--- src/watchdog_consts.svh ---
// Constants for the operating watchdog: map, field positions, timing.
// Assumes a 40 MHz system clock and an 88 kHz internal oscillator rate.
`ifndef WATCHDOG_CONSTS_SVH
`define WATCHDOG_CONSTS_SVH

`define WDT_ADDR_W 18
`define WDT_CONFIG_ADDR 18'h00000
`define WDT_STATUS_ADDR 18'h00004
`define WDT_SERVICE_INDEX 18'h0ffff
`define WDT_SERVICE_ADDR (18'(`WDT_SERVICE_INDEX << 2))

`define WDT_CFG_RATE_BIT 0
`define WDT_CFG_DIS_BIT 1
`define WDT_CFG_STOPDIS_BIT 2
`define WDT_ST_CAUSE_BIT 0
`define WDT_ST_RUN_BIT 1
`define WDT_ST_MON_BIT 2
`define WDT_ST_CNT_LSB 8

`define WDT_PRE_W 12
`define WDT_CNT_W 6
`define WDT_PERIOD_SHORT (18'((1 << 13) - (1 << 4)))
`define WDT_PERIOD_LONG (18'((1 << 18) - (1 << 4)))
`define WDT_PULSE_TICKS 32
`define WDT_POR_TICKS 4096

`define WDT_CLK_HZ 40000000
`define WDT_OSC_HZ 88000
`define WDT_OSC_DIV ((`WDT_CLK_HZ) / (`WDT_OSC_HZ))

`define WDT_RESP_OKAY 2'h0
`define WDT_RESP_SLVERR 2'h2

`endif

--- src/watchdog_pkg.sv ---
// Types shared by the watchdog modules.
// Assumes watchdog_consts.svh supplies all numbers.
package watchdog_pkg;

	typedef struct packed {
		logic stop_disable;
		logic watchdog_disable;
		logic timeout_rate_select;
	} cfg_type;

	typedef struct packed {
		logic irq_pin;
		logic rst_pin;
	} test_high_voltage_type;

	typedef enum logic [1:0] {
		MON_OFF,
		MON_TEST_V,
		MON_BLANK
	} mon_state_type;

endpackage

--- src/sync2.sv ---
// Two-stage synchroniser for asynchronous level inputs.
// Assumes inputs are levels that stay stable for several clocks.
`timescale 1ns/100ps
module sync2 #(
	parameter int WIDTH = 1
) (
	input wire logic clk_i,
	input wire logic reset_i,
	input wire logic [WIDTH-1:0] async_i,
	output logic [WIDTH-1:0] sync_o
);
	logic [WIDTH-1:0] meta_r;

	always_ff @(posedge clk_i) begin
		if (reset_i) begin
			meta_r <= '0;
			sync_o <= '0;
		end else begin
			meta_r <= async_i;
			sync_o <= meta_r;
		end
	end
endmodule

--- src/operating_watchdog_timer.sv ---
// Watchdog timer with AXI4-Lite registers and reset pin drive.
// Assumes CPU event inputs are on CLK_I; test voltage senses are async.
//
// The implementer's own choice: register access over AXI4-Lite.
`timescale 1ns/100ps
`include "watchdog_consts.svh"
module operating_watchdog_timer
	import watchdog_pkg::*;
#(
	parameter int OSC_DIV = `WDT_OSC_DIV,
	parameter logic [7:0] RESET_VECTOR_LOW = 8'h00 // Arbitrary value
) (
	input wire logic CLK_I,
	input wire logic RESET_I,
	input wire logic [`WDT_ADDR_W-1:0] S_AXI_AWADDR_I,
	input wire logic S_AXI_AWVALID_I,
	output logic S_AXI_AWREADY_O,
	input wire logic [31:0] S_AXI_WDATA_I,
	input wire logic [3:0] S_AXI_WSTRB_I,
	input wire logic S_AXI_WVALID_I,
	output logic S_AXI_WREADY_O,
	output logic [1:0] S_AXI_BRESP_O,
	output logic S_AXI_BVALID_O,
	input wire logic S_AXI_BREADY_I,
	input wire logic [`WDT_ADDR_W-1:0] S_AXI_ARADDR_I,
	input wire logic S_AXI_ARVALID_I,
	output logic S_AXI_ARREADY_O,
	output logic [31:0] S_AXI_RDATA_O,
	output logic [1:0] S_AXI_RRESP_O,
	output logic S_AXI_RVALID_O,
	input wire logic S_AXI_RREADY_I,
	input wire logic INT_RESET_I,
	input wire logic STOP_EXEC_I,
	input wire logic STOP_MODE_I,
	input wire logic VECTOR_FETCH_I,
	input wire logic MON_ENTER_I,
	input wire logic BREAK_I,
	input wire logic IRQ_TEST_V_I,
	input wire logic RST_TEST_V_I,
	output logic RST_PIN_O,
	output logic RST_PIN_OE_O,
	output logic SYS_RESET_O,
	output logic ILLEGAL_RESET_O
);
	localparam int DIV_W = $clog2(OSC_DIV + 1);
	localparam int TOT_W = `WDT_PRE_W + `WDT_CNT_W;

	if (OSC_DIV < 2) begin : g_bad_div
		$error("OSC_DIV must be at least 2");
	end

	// Bus state
	logic aw_held_r;
	logic w_held_r;
	logic [`WDT_ADDR_W-1:0] awaddr_r;
	logic [31:0] wdata_r;
	logic [3:0] wstrb_r;
	logic commit;
	logic wr_config;
	logic wr_status;
	logic wr_service;
	logic ar_take;
	logic [31:0] rdata_nxt;
	logic [1:0] rresp_nxt;

	// Watchdog state
	cfg_type cfg_r;
	logic cause_r;
	mon_state_type mon_r;
	test_high_voltage_type tv;
	logic [DIV_W-1:0] div_r;
	logic tick;
	logic [`WDT_PRE_W-1:0] pre_r;
	logic [`WDT_CNT_W-1:0] cnt_r;
	logic [TOT_W-1:0] elapsed;
	logic [TOT_W-1:0] period;
	logic [12:0] por_cnt_r;
	logic por_done_r;
	logic por_clr;
	logic [5:0] pulse_r;
	logic overflow;
	logic disabled;
	logic clear_all;
	logic clear_pre;
	logic stop_gate;

	sync2 #(
		.WIDTH(2)
	) u_tv_sync (
		.clk_i(CLK_I),
		.reset_i(RESET_I),
		.async_i({IRQ_TEST_V_I, RST_TEST_V_I}),
		.sync_o(tv)
	);

	// Write address and data are taken independently, then committed
	always_ff @(posedge CLK_I) begin
		if (RESET_I) begin
			S_AXI_AWREADY_O <= 1'b0;
			aw_held_r <= 1'b0;
			awaddr_r <= '0;
		end else if (S_AXI_AWVALID_I && S_AXI_AWREADY_O) begin
			S_AXI_AWREADY_O <= 1'b0;
			aw_held_r <= 1'b1;
			awaddr_r <= S_AXI_AWADDR_I;
		end else begin
			if (commit) begin
				aw_held_r <= 1'b0;
			end
			S_AXI_AWREADY_O <= !aw_held_r && !S_AXI_BVALID_O;
		end
	end

	always_ff @(posedge CLK_I) begin
		if (RESET_I) begin
			S_AXI_WREADY_O <= 1'b0;
			w_held_r <= 1'b0;
			wdata_r <= '0;
			wstrb_r <= '0;
		end else if (S_AXI_WVALID_I && S_AXI_WREADY_O) begin
			S_AXI_WREADY_O <= 1'b0;
			w_held_r <= 1'b1;
			wdata_r <= S_AXI_WDATA_I;
			wstrb_r <= S_AXI_WSTRB_I;
		end else begin
			if (commit) begin
				w_held_r <= 1'b0;
			end
			S_AXI_WREADY_O <= !w_held_r && !S_AXI_BVALID_O;
		end
	end

	assign commit = aw_held_r && w_held_r && !S_AXI_BVALID_O;
	assign wr_config = commit && awaddr_r == `WDT_CONFIG_ADDR && wstrb_r[0];
	assign wr_status = commit && awaddr_r == `WDT_STATUS_ADDR && wstrb_r[0];
	assign wr_service = commit && awaddr_r == `WDT_SERVICE_ADDR
		&& wstrb_r[0];

	always_ff @(posedge CLK_I) begin
		if (RESET_I) begin
			S_AXI_BVALID_O <= 1'b0;
			S_AXI_BRESP_O <= `WDT_RESP_OKAY;
		end else if (commit) begin
			S_AXI_BVALID_O <= 1'b1;
			if (awaddr_r == `WDT_CONFIG_ADDR || awaddr_r == `WDT_STATUS_ADDR
				|| awaddr_r == `WDT_SERVICE_ADDR) begin
				S_AXI_BRESP_O <= `WDT_RESP_OKAY;
			end else begin
				S_AXI_BRESP_O <= `WDT_RESP_SLVERR;
			end
		end else if (S_AXI_BREADY_I) begin
			S_AXI_BVALID_O <= 1'b0;
		end
	end

	// Read path: address decoded in the cycle it is taken
	assign ar_take = S_AXI_ARVALID_I && S_AXI_ARREADY_O;

	always_comb begin
		rdata_nxt = '0;
		rresp_nxt = `WDT_RESP_OKAY;
		case (S_AXI_ARADDR_I)
			`WDT_CONFIG_ADDR: begin
				rdata_nxt[`WDT_CFG_RATE_BIT] = cfg_r.timeout_rate_select;
				rdata_nxt[`WDT_CFG_DIS_BIT] = cfg_r.watchdog_disable;
				rdata_nxt[`WDT_CFG_STOPDIS_BIT] = cfg_r.stop_disable;
			end
			`WDT_STATUS_ADDR: begin
				rdata_nxt[`WDT_ST_CAUSE_BIT] = cause_r;
				rdata_nxt[`WDT_ST_RUN_BIT] = !disabled;
				rdata_nxt[`WDT_ST_MON_BIT] = mon_r != MON_OFF;
				rdata_nxt[`WDT_ST_CNT_LSB +: `WDT_CNT_W] = cnt_r;
			end
			`WDT_SERVICE_ADDR: begin
				rdata_nxt[7:0] = RESET_VECTOR_LOW;
			end
			default: begin
				rresp_nxt = `WDT_RESP_SLVERR;
			end
		endcase
	end

	always_ff @(posedge CLK_I) begin
		if (RESET_I) begin
			S_AXI_ARREADY_O <= 1'b0;
			S_AXI_RVALID_O <= 1'b0;
			S_AXI_RDATA_O <= '0;
			S_AXI_RRESP_O <= `WDT_RESP_OKAY;
		end else if (ar_take) begin
			S_AXI_ARREADY_O <= 1'b0;
			S_AXI_RVALID_O <= 1'b1;
			S_AXI_RDATA_O <= rdata_nxt;
			S_AXI_RRESP_O <= rresp_nxt;
		end else if (S_AXI_RVALID_O) begin
			if (S_AXI_RREADY_I) begin
				S_AXI_RVALID_O <= 1'b0;
			end
		end else begin
			S_AXI_ARREADY_O <= 1'b1;
		end
	end

	// Configuration register
	always_ff @(posedge CLK_I) begin
		if (RESET_I) begin
			cfg_r <= '0;
		end else if (wr_config) begin
			cfg_r.timeout_rate_select <= wdata_r[`WDT_CFG_RATE_BIT];
			cfg_r.watchdog_disable <= wdata_r[`WDT_CFG_DIS_BIT];
			cfg_r.stop_disable <= wdata_r[`WDT_CFG_STOPDIS_BIT];
		end
	end

	// Cause flag: a new watchdog reset beats a write-one clear
	always_ff @(posedge CLK_I) begin
		if (RESET_I) begin
			cause_r <= 1'b0;
		end else if (overflow) begin
			cause_r <= 1'b1;
		end else if (wr_status && wdata_r[`WDT_ST_CAUSE_BIT]) begin
			cause_r <= 1'b0;
		end
	end

	// Monitor mode disable tracking
	always_ff @(posedge CLK_I) begin
		if (RESET_I) begin
			mon_r <= MON_OFF;
		end else begin
			case (mon_r)
				MON_OFF: begin
					if (MON_ENTER_I && tv.irq_pin) begin
						mon_r <= MON_TEST_V;
					end else if (MON_ENTER_I) begin
						mon_r <= MON_BLANK;
					end
				end
				MON_TEST_V: begin
					if (!tv.irq_pin && !tv.rst_pin) begin
						mon_r <= MON_OFF;
					end
				end
				MON_BLANK: begin
					mon_r <= MON_BLANK;
				end
				default: begin
					mon_r <= MON_OFF;
				end
			endcase
		end
	end

	assign disabled = cfg_r.watchdog_disable
		|| mon_r != MON_OFF
		|| (BREAK_I && tv.rst_pin);

	// Oscillator tick divider, free running
	always_ff @(posedge CLK_I) begin
		if (RESET_I) begin
			div_r <= '0;
			tick <= 1'b0;
		end else if (div_r == DIV_W'(OSC_DIV - 1)) begin
			div_r <= '0;
			tick <= 1'b1;
		end else begin
			div_r <= div_r + 1'b1;
			tick <= 1'b0;
		end
	end

	// Power-on prescaler clear after 4096 ticks
	always_ff @(posedge CLK_I) begin
		if (RESET_I) begin
			por_cnt_r <= '0;
			por_done_r <= 1'b0;
		end else if (tick && !por_done_r) begin
			if (por_cnt_r == 13'(`WDT_POR_TICKS - 1)) begin
				por_done_r <= 1'b1;
			end
			por_cnt_r <= por_cnt_r + 1'b1;
		end
	end

	assign por_clr = tick && !por_done_r
		&& por_cnt_r == 13'(`WDT_POR_TICKS - 1);

	// Wait mode is deliberately not an input: counting goes on
	assign stop_gate = STOP_MODE_I;
	assign clear_all = INT_RESET_I || SYS_RESET_O || disabled;
	assign clear_pre = stop_gate || (STOP_EXEC_I && !cfg_r.stop_disable)
		|| VECTOR_FETCH_I
		|| por_clr;

	assign elapsed = {cnt_r, pre_r};
	assign period = cfg_r.timeout_rate_select ? `WDT_PERIOD_SHORT
		: `WDT_PERIOD_LONG;
	assign overflow = tick && !stop_gate && !clear_all && !clear_pre
		&& !wr_service && elapsed == period - 1'b1;

	// Prescaler and counter
	always_ff @(posedge CLK_I) begin
		if (RESET_I || clear_all || overflow) begin
			pre_r <= '0;
			cnt_r <= '0;
		end else if (wr_service) begin
			cnt_r <= '0;
			pre_r[11:4] <= '0;
		end else if (clear_pre) begin
			pre_r <= '0;
		end else if (tick) begin
			pre_r <= pre_r + 1'b1;
			if (&pre_r) begin
				cnt_r <= cnt_r + 1'b1;
			end
		end
	end

	// Reset pin pulse of 32 ticks, also the system reset request
	always_ff @(posedge CLK_I) begin
		if (RESET_I) begin
			pulse_r <= '0;
		end else if (overflow) begin
			pulse_r <= 6'(`WDT_PULSE_TICKS);
		end else if (tick && pulse_r != '0) begin
			pulse_r <= pulse_r - 1'b1;
		end
	end

	always_ff @(posedge CLK_I) begin
		if (RESET_I) begin
			RST_PIN_OE_O <= 1'b0;
			SYS_RESET_O <= 1'b0;
			RST_PIN_O <= 1'b0;
		end else begin
			RST_PIN_O <= 1'b0;
			RST_PIN_OE_O <= overflow
				|| !(pulse_r == 6'd1 && tick) && pulse_r != '0;
			SYS_RESET_O <= overflow
				|| !(pulse_r == 6'd1 && tick) && pulse_r != '0;
		end
	end

	// No interrupt output exists; the only action is a reset
	always_ff @(posedge CLK_I) begin
		if (RESET_I) begin
			ILLEGAL_RESET_O <= 1'b0;
		end else begin
			ILLEGAL_RESET_O <= STOP_EXEC_I && cfg_r.stop_disable;
		end
	end
endmodule

--- config.mk ---
export PLATFORM = sky130hd
export DESIGN_NAME = operating_watchdog_timer
export DESIGN_NICKNAME = d
export VERILOG_FILES = /design/src/watchdog_pkg.sv /design/src/sync2.sv /design/src/operating_watchdog_timer.sv
export VERILOG_INCLUDE_DIRS = /design/src
export SDC_FILE = /design/constraint.sdc
export NUM_CORES = 1
export LEC_CHECK = 0
export BUFFER_PORTS_ARGS = -buffer_cell sky130_fd_sc_hd__clkbuf_2
export CAP_MARGIN = 20
export CORE_UTILIZATION = 48
export CTS_BUF_LIST = sky130_fd_sc_hd__clkbuf_4 sky130_fd_sc_hd__clkbuf_8
export DETAILED_ROUTE_END_ITERATION = 12
export PLACE_DENSITY = 0.8
export SKIP_LAST_GASP = 1
export SLEW_MARGIN = 20
export SYNTH_ARGS = -nofsm -noshare
export SYNTH_HDL_FRONTEND = slang
export SYNTH_SLANG_ARGS = --single-unit
export TNS_END_PERCENT = 50
--- constraint.sdc ---
create_clock -name CLK_I -period 2 [get_ports CLK_I]
set_clock_uncertainty 0.15 [all_clocks]
set_input_delay 0.4 -clock CLK_I [delete_from_list [all_inputs] [get_ports CLK_I]]
set_output_delay 0.4 -clock CLK_I [all_outputs]
set_load 0.005 [all_outputs]
==> reports/metrics.cfg, run 1 <==
[global_routing]
grt_max_degree=46
grt_pass1_wl_mm=16.4
antenna_found_initial=0
overflow=0
first_global_vias=3790
grt_usage_pct=21.1

[hold_path]
min_from=IRQ_TEST_V_I
holdPathEnd=u_tv_sync.meta_r[1]
hold_path.class=primary input to flip-flop
holdPathStages=2

[floorplan]
fp.dieW_um=99.0
io_pins=132
coreArea_mm2=0.00920
fp.dieH_um=99.0
die_area_mm2=0.00980
initial_core_util_pct=49.1
rows=35

[finish]
final_area_mm2=0.00554
syn_to_final_growth_pct=22.5
nets=737
drive_above_1_share_pct=26.1
n_antenna_cell=0

[clock_network]
cts_root_buf=clkbuf_8
cts_hold_buf=0
clock_latency_ps=370
cts.clk_slew.worst_paths_ps=100
cts_buffers=9
clock-sinks=100
cts.path.max_buffers=2
cts_htree_levels=3
cts_tree=done

[logic_synthesis]
synth-edff-count=0
yosysWarnings=0
syn_inst=530
ys_seq_elements=100
netlist_area_mm2=0.00452
synth_area_leaders=dfxtp_1 (44%), nand2_1 (6.6%), a21oi_1 (5.1%)
avgSynthCellArea_um2=8.52
synth_most_common_cell=dfxtp_1
synth_cell_types=54
synth_ff_type=dfxtp_1
yosys.area.top_type_share_pct=44.3
ys_seq_area_share_pct=44.3
synth_common_cells=dfxtp_1 (100), nand2_1 (79), nor2_1 (51)
postSynth.asyncResetShare_pct=0
synth_area_leader_cell=dfxtp_1

[detailed_routing]
wire_per_inst_um=13.4
dr.pass1.iters=4
routed_wl_mm=10.1
vias=4016
drc=0
ant_nets=0
via_per_inst=5.30
first_iter_violations=144

[timing]
finalCriticalPeriod_ps=2040
fin_crit_sh_pct=102
hold_viol=0
maxSlewHeadroom_pct=61.1
finalSetupViolations=5
clock.fmax_mhz=491
worst_pin_slew_ps=582
slew_violations=0
setup_tns_ps=-138
fin_ws_ps=-37.5
grt_setup_unrepaired=yes

[run_status]
outcome=finished with violations
violations=setup timing

[power]
p_leak_nw=2.14
powerDensity_mw_per_mm2=664
internal-power_mw=2.75
ir_drop_v=0.000314
seq_power_share_pct=56.3
p_comb_share_pct=7.5
clkPwrFrac_pct=36.2
switching_share_pct=25.2
power_switching_mw=0.927

[critical_path]
cp.required_ps=2110
timing.rr.end=pre_r[1]
worstSetupStartpointType=flip-flop
r2r_slack_ps=-40
worstPathArrival_ps=2150
cp_max_fo=5
reg2reg_depth=7
end_kind=flip-flop
timing.rr.start=pre_r[1]
path_class=flip-flop to flip-flop

[place]
placed_cell_area_mm2=0.00515
place_hpwl_mm=7.28
numPortBuffers=73
gp_congestion=0.829

[flow_run]
maxCapViolCount=0

what timing repair did:
item / 4_1_cts / 5_1_grt
buffers inserted: 6 / 2
resized for setup: 12 / 13
pin swaps: 5 / 6
endpoints found under the setup margin: 26 / 28
cloned: 0 / 0
cell families after synthesis:
logic type                 count (synthesis)  synth area share, %
buffers and inverters                     54                 6.76
and+or+nand+nor                          255                 29.2
adders and majority gates                  8                 2.22
other                                      1               0.0830
AOI/OAI and AO/OA                         72                 9.50
DFF                                      100                 44.3
muxes                                      7                 1.55
xor gates and xnor gates                  33                 6.40
metal layers:
metal	GRT usage [%]	part of all wire, %	vias up	wire (µm)
met1	23.2	43	1874	4330
met3	4.18	4.4	23	447
met4	10.4	2.5	0	258
li1	-	-	2002	-
met2	38.6	50	117	5110
met5	0	0	-	0
cell type report:
type,instances,area [µm²]
clock buffers,9,124
repair buffers,120,731
fillers,775,3660
inverters,10,37.5
clock inverters,7,83.8
multi-input cells,401,2410
flip-flops and latches,100,2010
well taps,111,139
cell usage in the layout, fill, tap and decap left out, types with 3 or more instances in the layout:
master / count
a21oi_1: 44
and4_1: 3
clkbuf_2: 73
or3_1: 12
buf_4: 46
ha_1: 7
nand4b_1: 4
conb_1: 26
nor3_1: 16
inv_1: 10
and3_1: 5
nand3b_1: 3
nor2_1: 49
mux2i_1: 7
nor2b_1: 6
o21ai_0: 11
nand2_1: 79
nand3_1: 19
a21oi_2: 4
clkinv_4: 3
clkbuf_8: 9
nor4_1: 9
xnor2_1: 18
nand2b_1: 4
and2_1: 3
nand4_1: 18
xor2_1: 15
dfxtp_1: 96
through the flow:
step | cells | hold slack [ps] | setup slack (ps) | utilization [%] | total power [mW]
finish | 758 | 84.8 | -37.5 | 60.2 | 3.68
global route | 758 | 87.9 | -128 | 60.2 | 3.82
CTS | 756 | 74.6 | -30.6 | 59.5 | 3.70
detailed placement | 734 | 297 | -318 | 56.0 | 2.39
global placement | 734 | 290 | -232 | 56.0 | 2.38
floorplan | 555 | 264 | 36.2 | - | 2.29
worst max path at each step:
| stage | startpoint | to | slack, ps | cells after the start |
|---|---|---|---|---|
| 4_1_cts | cnt_r[1] | pre_r[3] | -30 | 6 |
| 3_3_place_gp | STOP_MODE_I | SYS_RESET_O | -230 | 6 |
| 6_report | pre_r[1] | pre_r[1] | -40 | 7 |
| 5_1_grt | cnt_r[2] | pre_r[1] | -130 | 7 |
| 3_5_place_dp | STOP_MODE_I | pre_r[2] | -320 | 7 |
| 2_1_floorplan | por_cnt_r[0] | pre_r[2] | 40 | 6 |
worst max-delay path, stage by stage (launching register included):
cell and delay (ps):
dfxtp_4 380, ha_4 150, nand4_4 140, nor4_4 350, o2111ai_2 230, o31ai_1 290
buf_4 190, a21oi_1 40
flip-flops by register name, indices dropped and copies added (netlist names), 2 cells and up:
| signal | count |
|---|---|
| por_cnt_r | 13 |
| u_tv_sync.sync_o | 2 |
| div_r | 9 |
| pulse_r | 6 |
| S_AXI_RDATA_O | 9 |
| pre_r | 12 |
| cnt_r | 6 |
| awaddr_r | 18 |
| mon_r | 2 |
| cfg_r | 3 |
| u_tv_sync.meta_r | 2 |
| wdata_r | 3 |
power groups by stage:
stage	Clock (mW)	Combinational [mW]	Sequential, mW
final	1.33	0.275	2.07
after global routing	1.44	0.308	2.08
after CTS	1.36	0.274	2.07
after detailed placement	0	0.271	2.12
after global placement	0	0.263	2.12
after floorplan	0	0.183	2.11
No activity file was read; power rests on OpenSTA's default activity.
==> inputs of run 2 (changes only) <==
==> constraint.sdc (replaced) <==
create_clock -name CLK_I -period 1.65 [get_ports CLK_I]
set_clock_uncertainty 0.15 [all_clocks]
set_input_delay 0.33 -clock CLK_I [delete_from_list [all_inputs] [get_ports CLK_I]]
set_output_delay 0.33 -clock CLK_I [all_outputs]
set_load 0.005 [all_outputs]
==> run 2 against run 1 <==
Compared with the run above:
- the run ends with DRC, setup timing left
- first-iteration DRC count increased by 63%
- global-route usage increased by 1.7 points
- register-to-register slack got worse by 320 ps
- wire length increased by 7.3%
- flip-flop and latch count unchanged
- count of clock-buffer cells in the layout increased by 1
- critical endpoint unchanged
==> reports/metrics.cfg, run 2 (synthesis gave the netlist of run 1 again) <==
[timing]
slew_violations=0
maxSlewHeadroom_pct=56.8
finalSetupViolations=44
clock.fmax_mhz=499
grt_setup_unrepaired=yes
fin_ws_ps=-356
worst_pin_slew_ps=648
fin_crit_sh_pct=122
setup_tns_ps=-8830
hold_viol=0
finalCriticalPeriod_ps=2010

[floorplan]
initial_core_util_pct=49.1
fp.dieW_um=99.0
rows=35
fp.dieH_um=99.0
io_pins=132
coreArea_mm2=0.00920
die_area_mm2=0.00980

[clock_network]
clock_latency_ps=360
clock-sinks=100
cts_htree_levels=3
cts.path.max_buffers=2
cts_tree=done
cts.clk_slew.worst_paths_ps=90
cts_root_buf=clkbuf_8
cts_hold_buf=0
cts_buffers=9

[place]
place_hpwl_mm=7.91
gp_congestion=0.847
numPortBuffers=73
numPlacedInstances=785

[critical_path]
path_class=flip-flop to flip-flop
cp.required_ps=1740
worstPathArrival_ps=2100
worstSetupStartpointType=flip-flop
r2r_slack_ps=-360
cp_max_fo=5
crit_chain=or4_4, nor3b_2, o2111ai_2, o31ai_1, buf_4, a21oi_1
crit_buf_inv=1
crit_path_max_incr_delay_ps=520
cp_top_family=simple AND/OR/NAND/NOR gates
critPathSlowestCell=or4_4
end_kind=flip-flop

[global_routing]
overflow=0
grt_pass1_wl_mm=18.1
first_global_vias=4133
grt_max_degree=54
antenna_found_initial=0
grt_usage_pct=22.8

[detailed_routing]
dr_wl_met3_um=475
via_per_inst=5.33
first_iter_violations=234
routed_wl_mm=10.9
top_layer_used=met4
drc=2
dr.pass1.iters=9
met1_length_mm=4.66
wire_per_inst_um=13.6
dr_wl_met2_mm=5.58
ant_nets=0
vias=4279

[run_status]
outcome=finished with violations
violations=DRC, setup timing

[finish]
drive_above_1_share_pct=32.7
syn_to_final_growth_pct=32.3
final_common_cell=dfxtp_1
final_cell_mix=dfxtp_1 (94), buf_4 (89), nand2_1 (79)
nets=782
largest-register=awaddr_r
n_antenna_cell=0
fin_cells=803
largest_reg_flops=18
reg_top3=awaddr_r x18, por_cnt_r x13, pre_r x12

[power]
ir_drop_v=0.000506
p_leak_nw=2.41
powerDensity_mw_per_mm2=793

[flow_run]
maxCapViolCount=0

[hold_path]
hold_path.class=primary input to flip-flop

## run 2: repair_timing
item,in CTS,in global routing
setup endpoints to repair,46,55
resized for setup,17,11
pin swaps,10,2
setup buffers,2,0
## run 2: tightest hold or removal path: cells and delay by family
kind | cells | cell delay [ps]
AO/OA/AOI/OAI | 1 | 50
AND/OR/NAND/NOR | 1 | 40
buffers and inverters | 1 | 80
## run 2: area by class of cell
| type | instances | area (µm²) |
|---|---|---|
| Multi-Input combinational cell | 401 | 2460 |
| Sequential cell | 100 | 2010 |
| Clock buffer | 10 | 131 |
| Tap cell | 111 | 139 |
| Fill cell | 722 | 3220 |
| Clock inverter | 6 | 113 |
| Timing Repair Buffer | 165 | 1080 |
| Inverter | 10 | 37.5 |
## run 2: worst paths after layout
check             depth (start not counted)                to         startpoint
hold / removal                            3       awaddr_r[4]  S_AXI_AWADDR_I[4]
setup reg to reg                          6          pre_r[1]           cnt_r[1]
hold reg to reg                           2  S_AXI_RDATA_O[8]   S_AXI_RDATA_O[8]
setup / recovery                          6          pre_r[1]           cnt_r[1]
## run 2: report_power, final
group          switching (mW)  internal [mW]  leakage, nW
clock                   0.824           1.03        0.124
combinational           0.207          0.172         1.47
sequential             0.0437           2.47        0.814
total                    1.07           3.67         2.41
## run 2: stage by stage
| step | setup WS [ps] | hold WS [ps] | utilization (%) | power, mW | area (µm²) |
|---|---|---|---|---|---|
| final | -356 | 23.5 | 65.0 | 4.74 | 5980 |
| after floorplan | -289 | 264 | - | 2.78 | 4640 |
| after CTS | -361 | 16.6 | 64.3 | 4.76 | 5920 |
| after detailed placement | -435 | 298 | 60.5 | 2.93 | 5570 |
| after global routing | -432 | 23.2 | 65.0 | 4.92 | 5980 |
| after global placement | -426 | 294 | 60.5 | 2.91 | 5570 |
## run 2: metal layers
metal	track usage, %	vias to the layer above
met5	0	-
met4	9.18	0
met3	3.40	17
li1	-	2100
met1	27.4	2036
met2	40.9	126
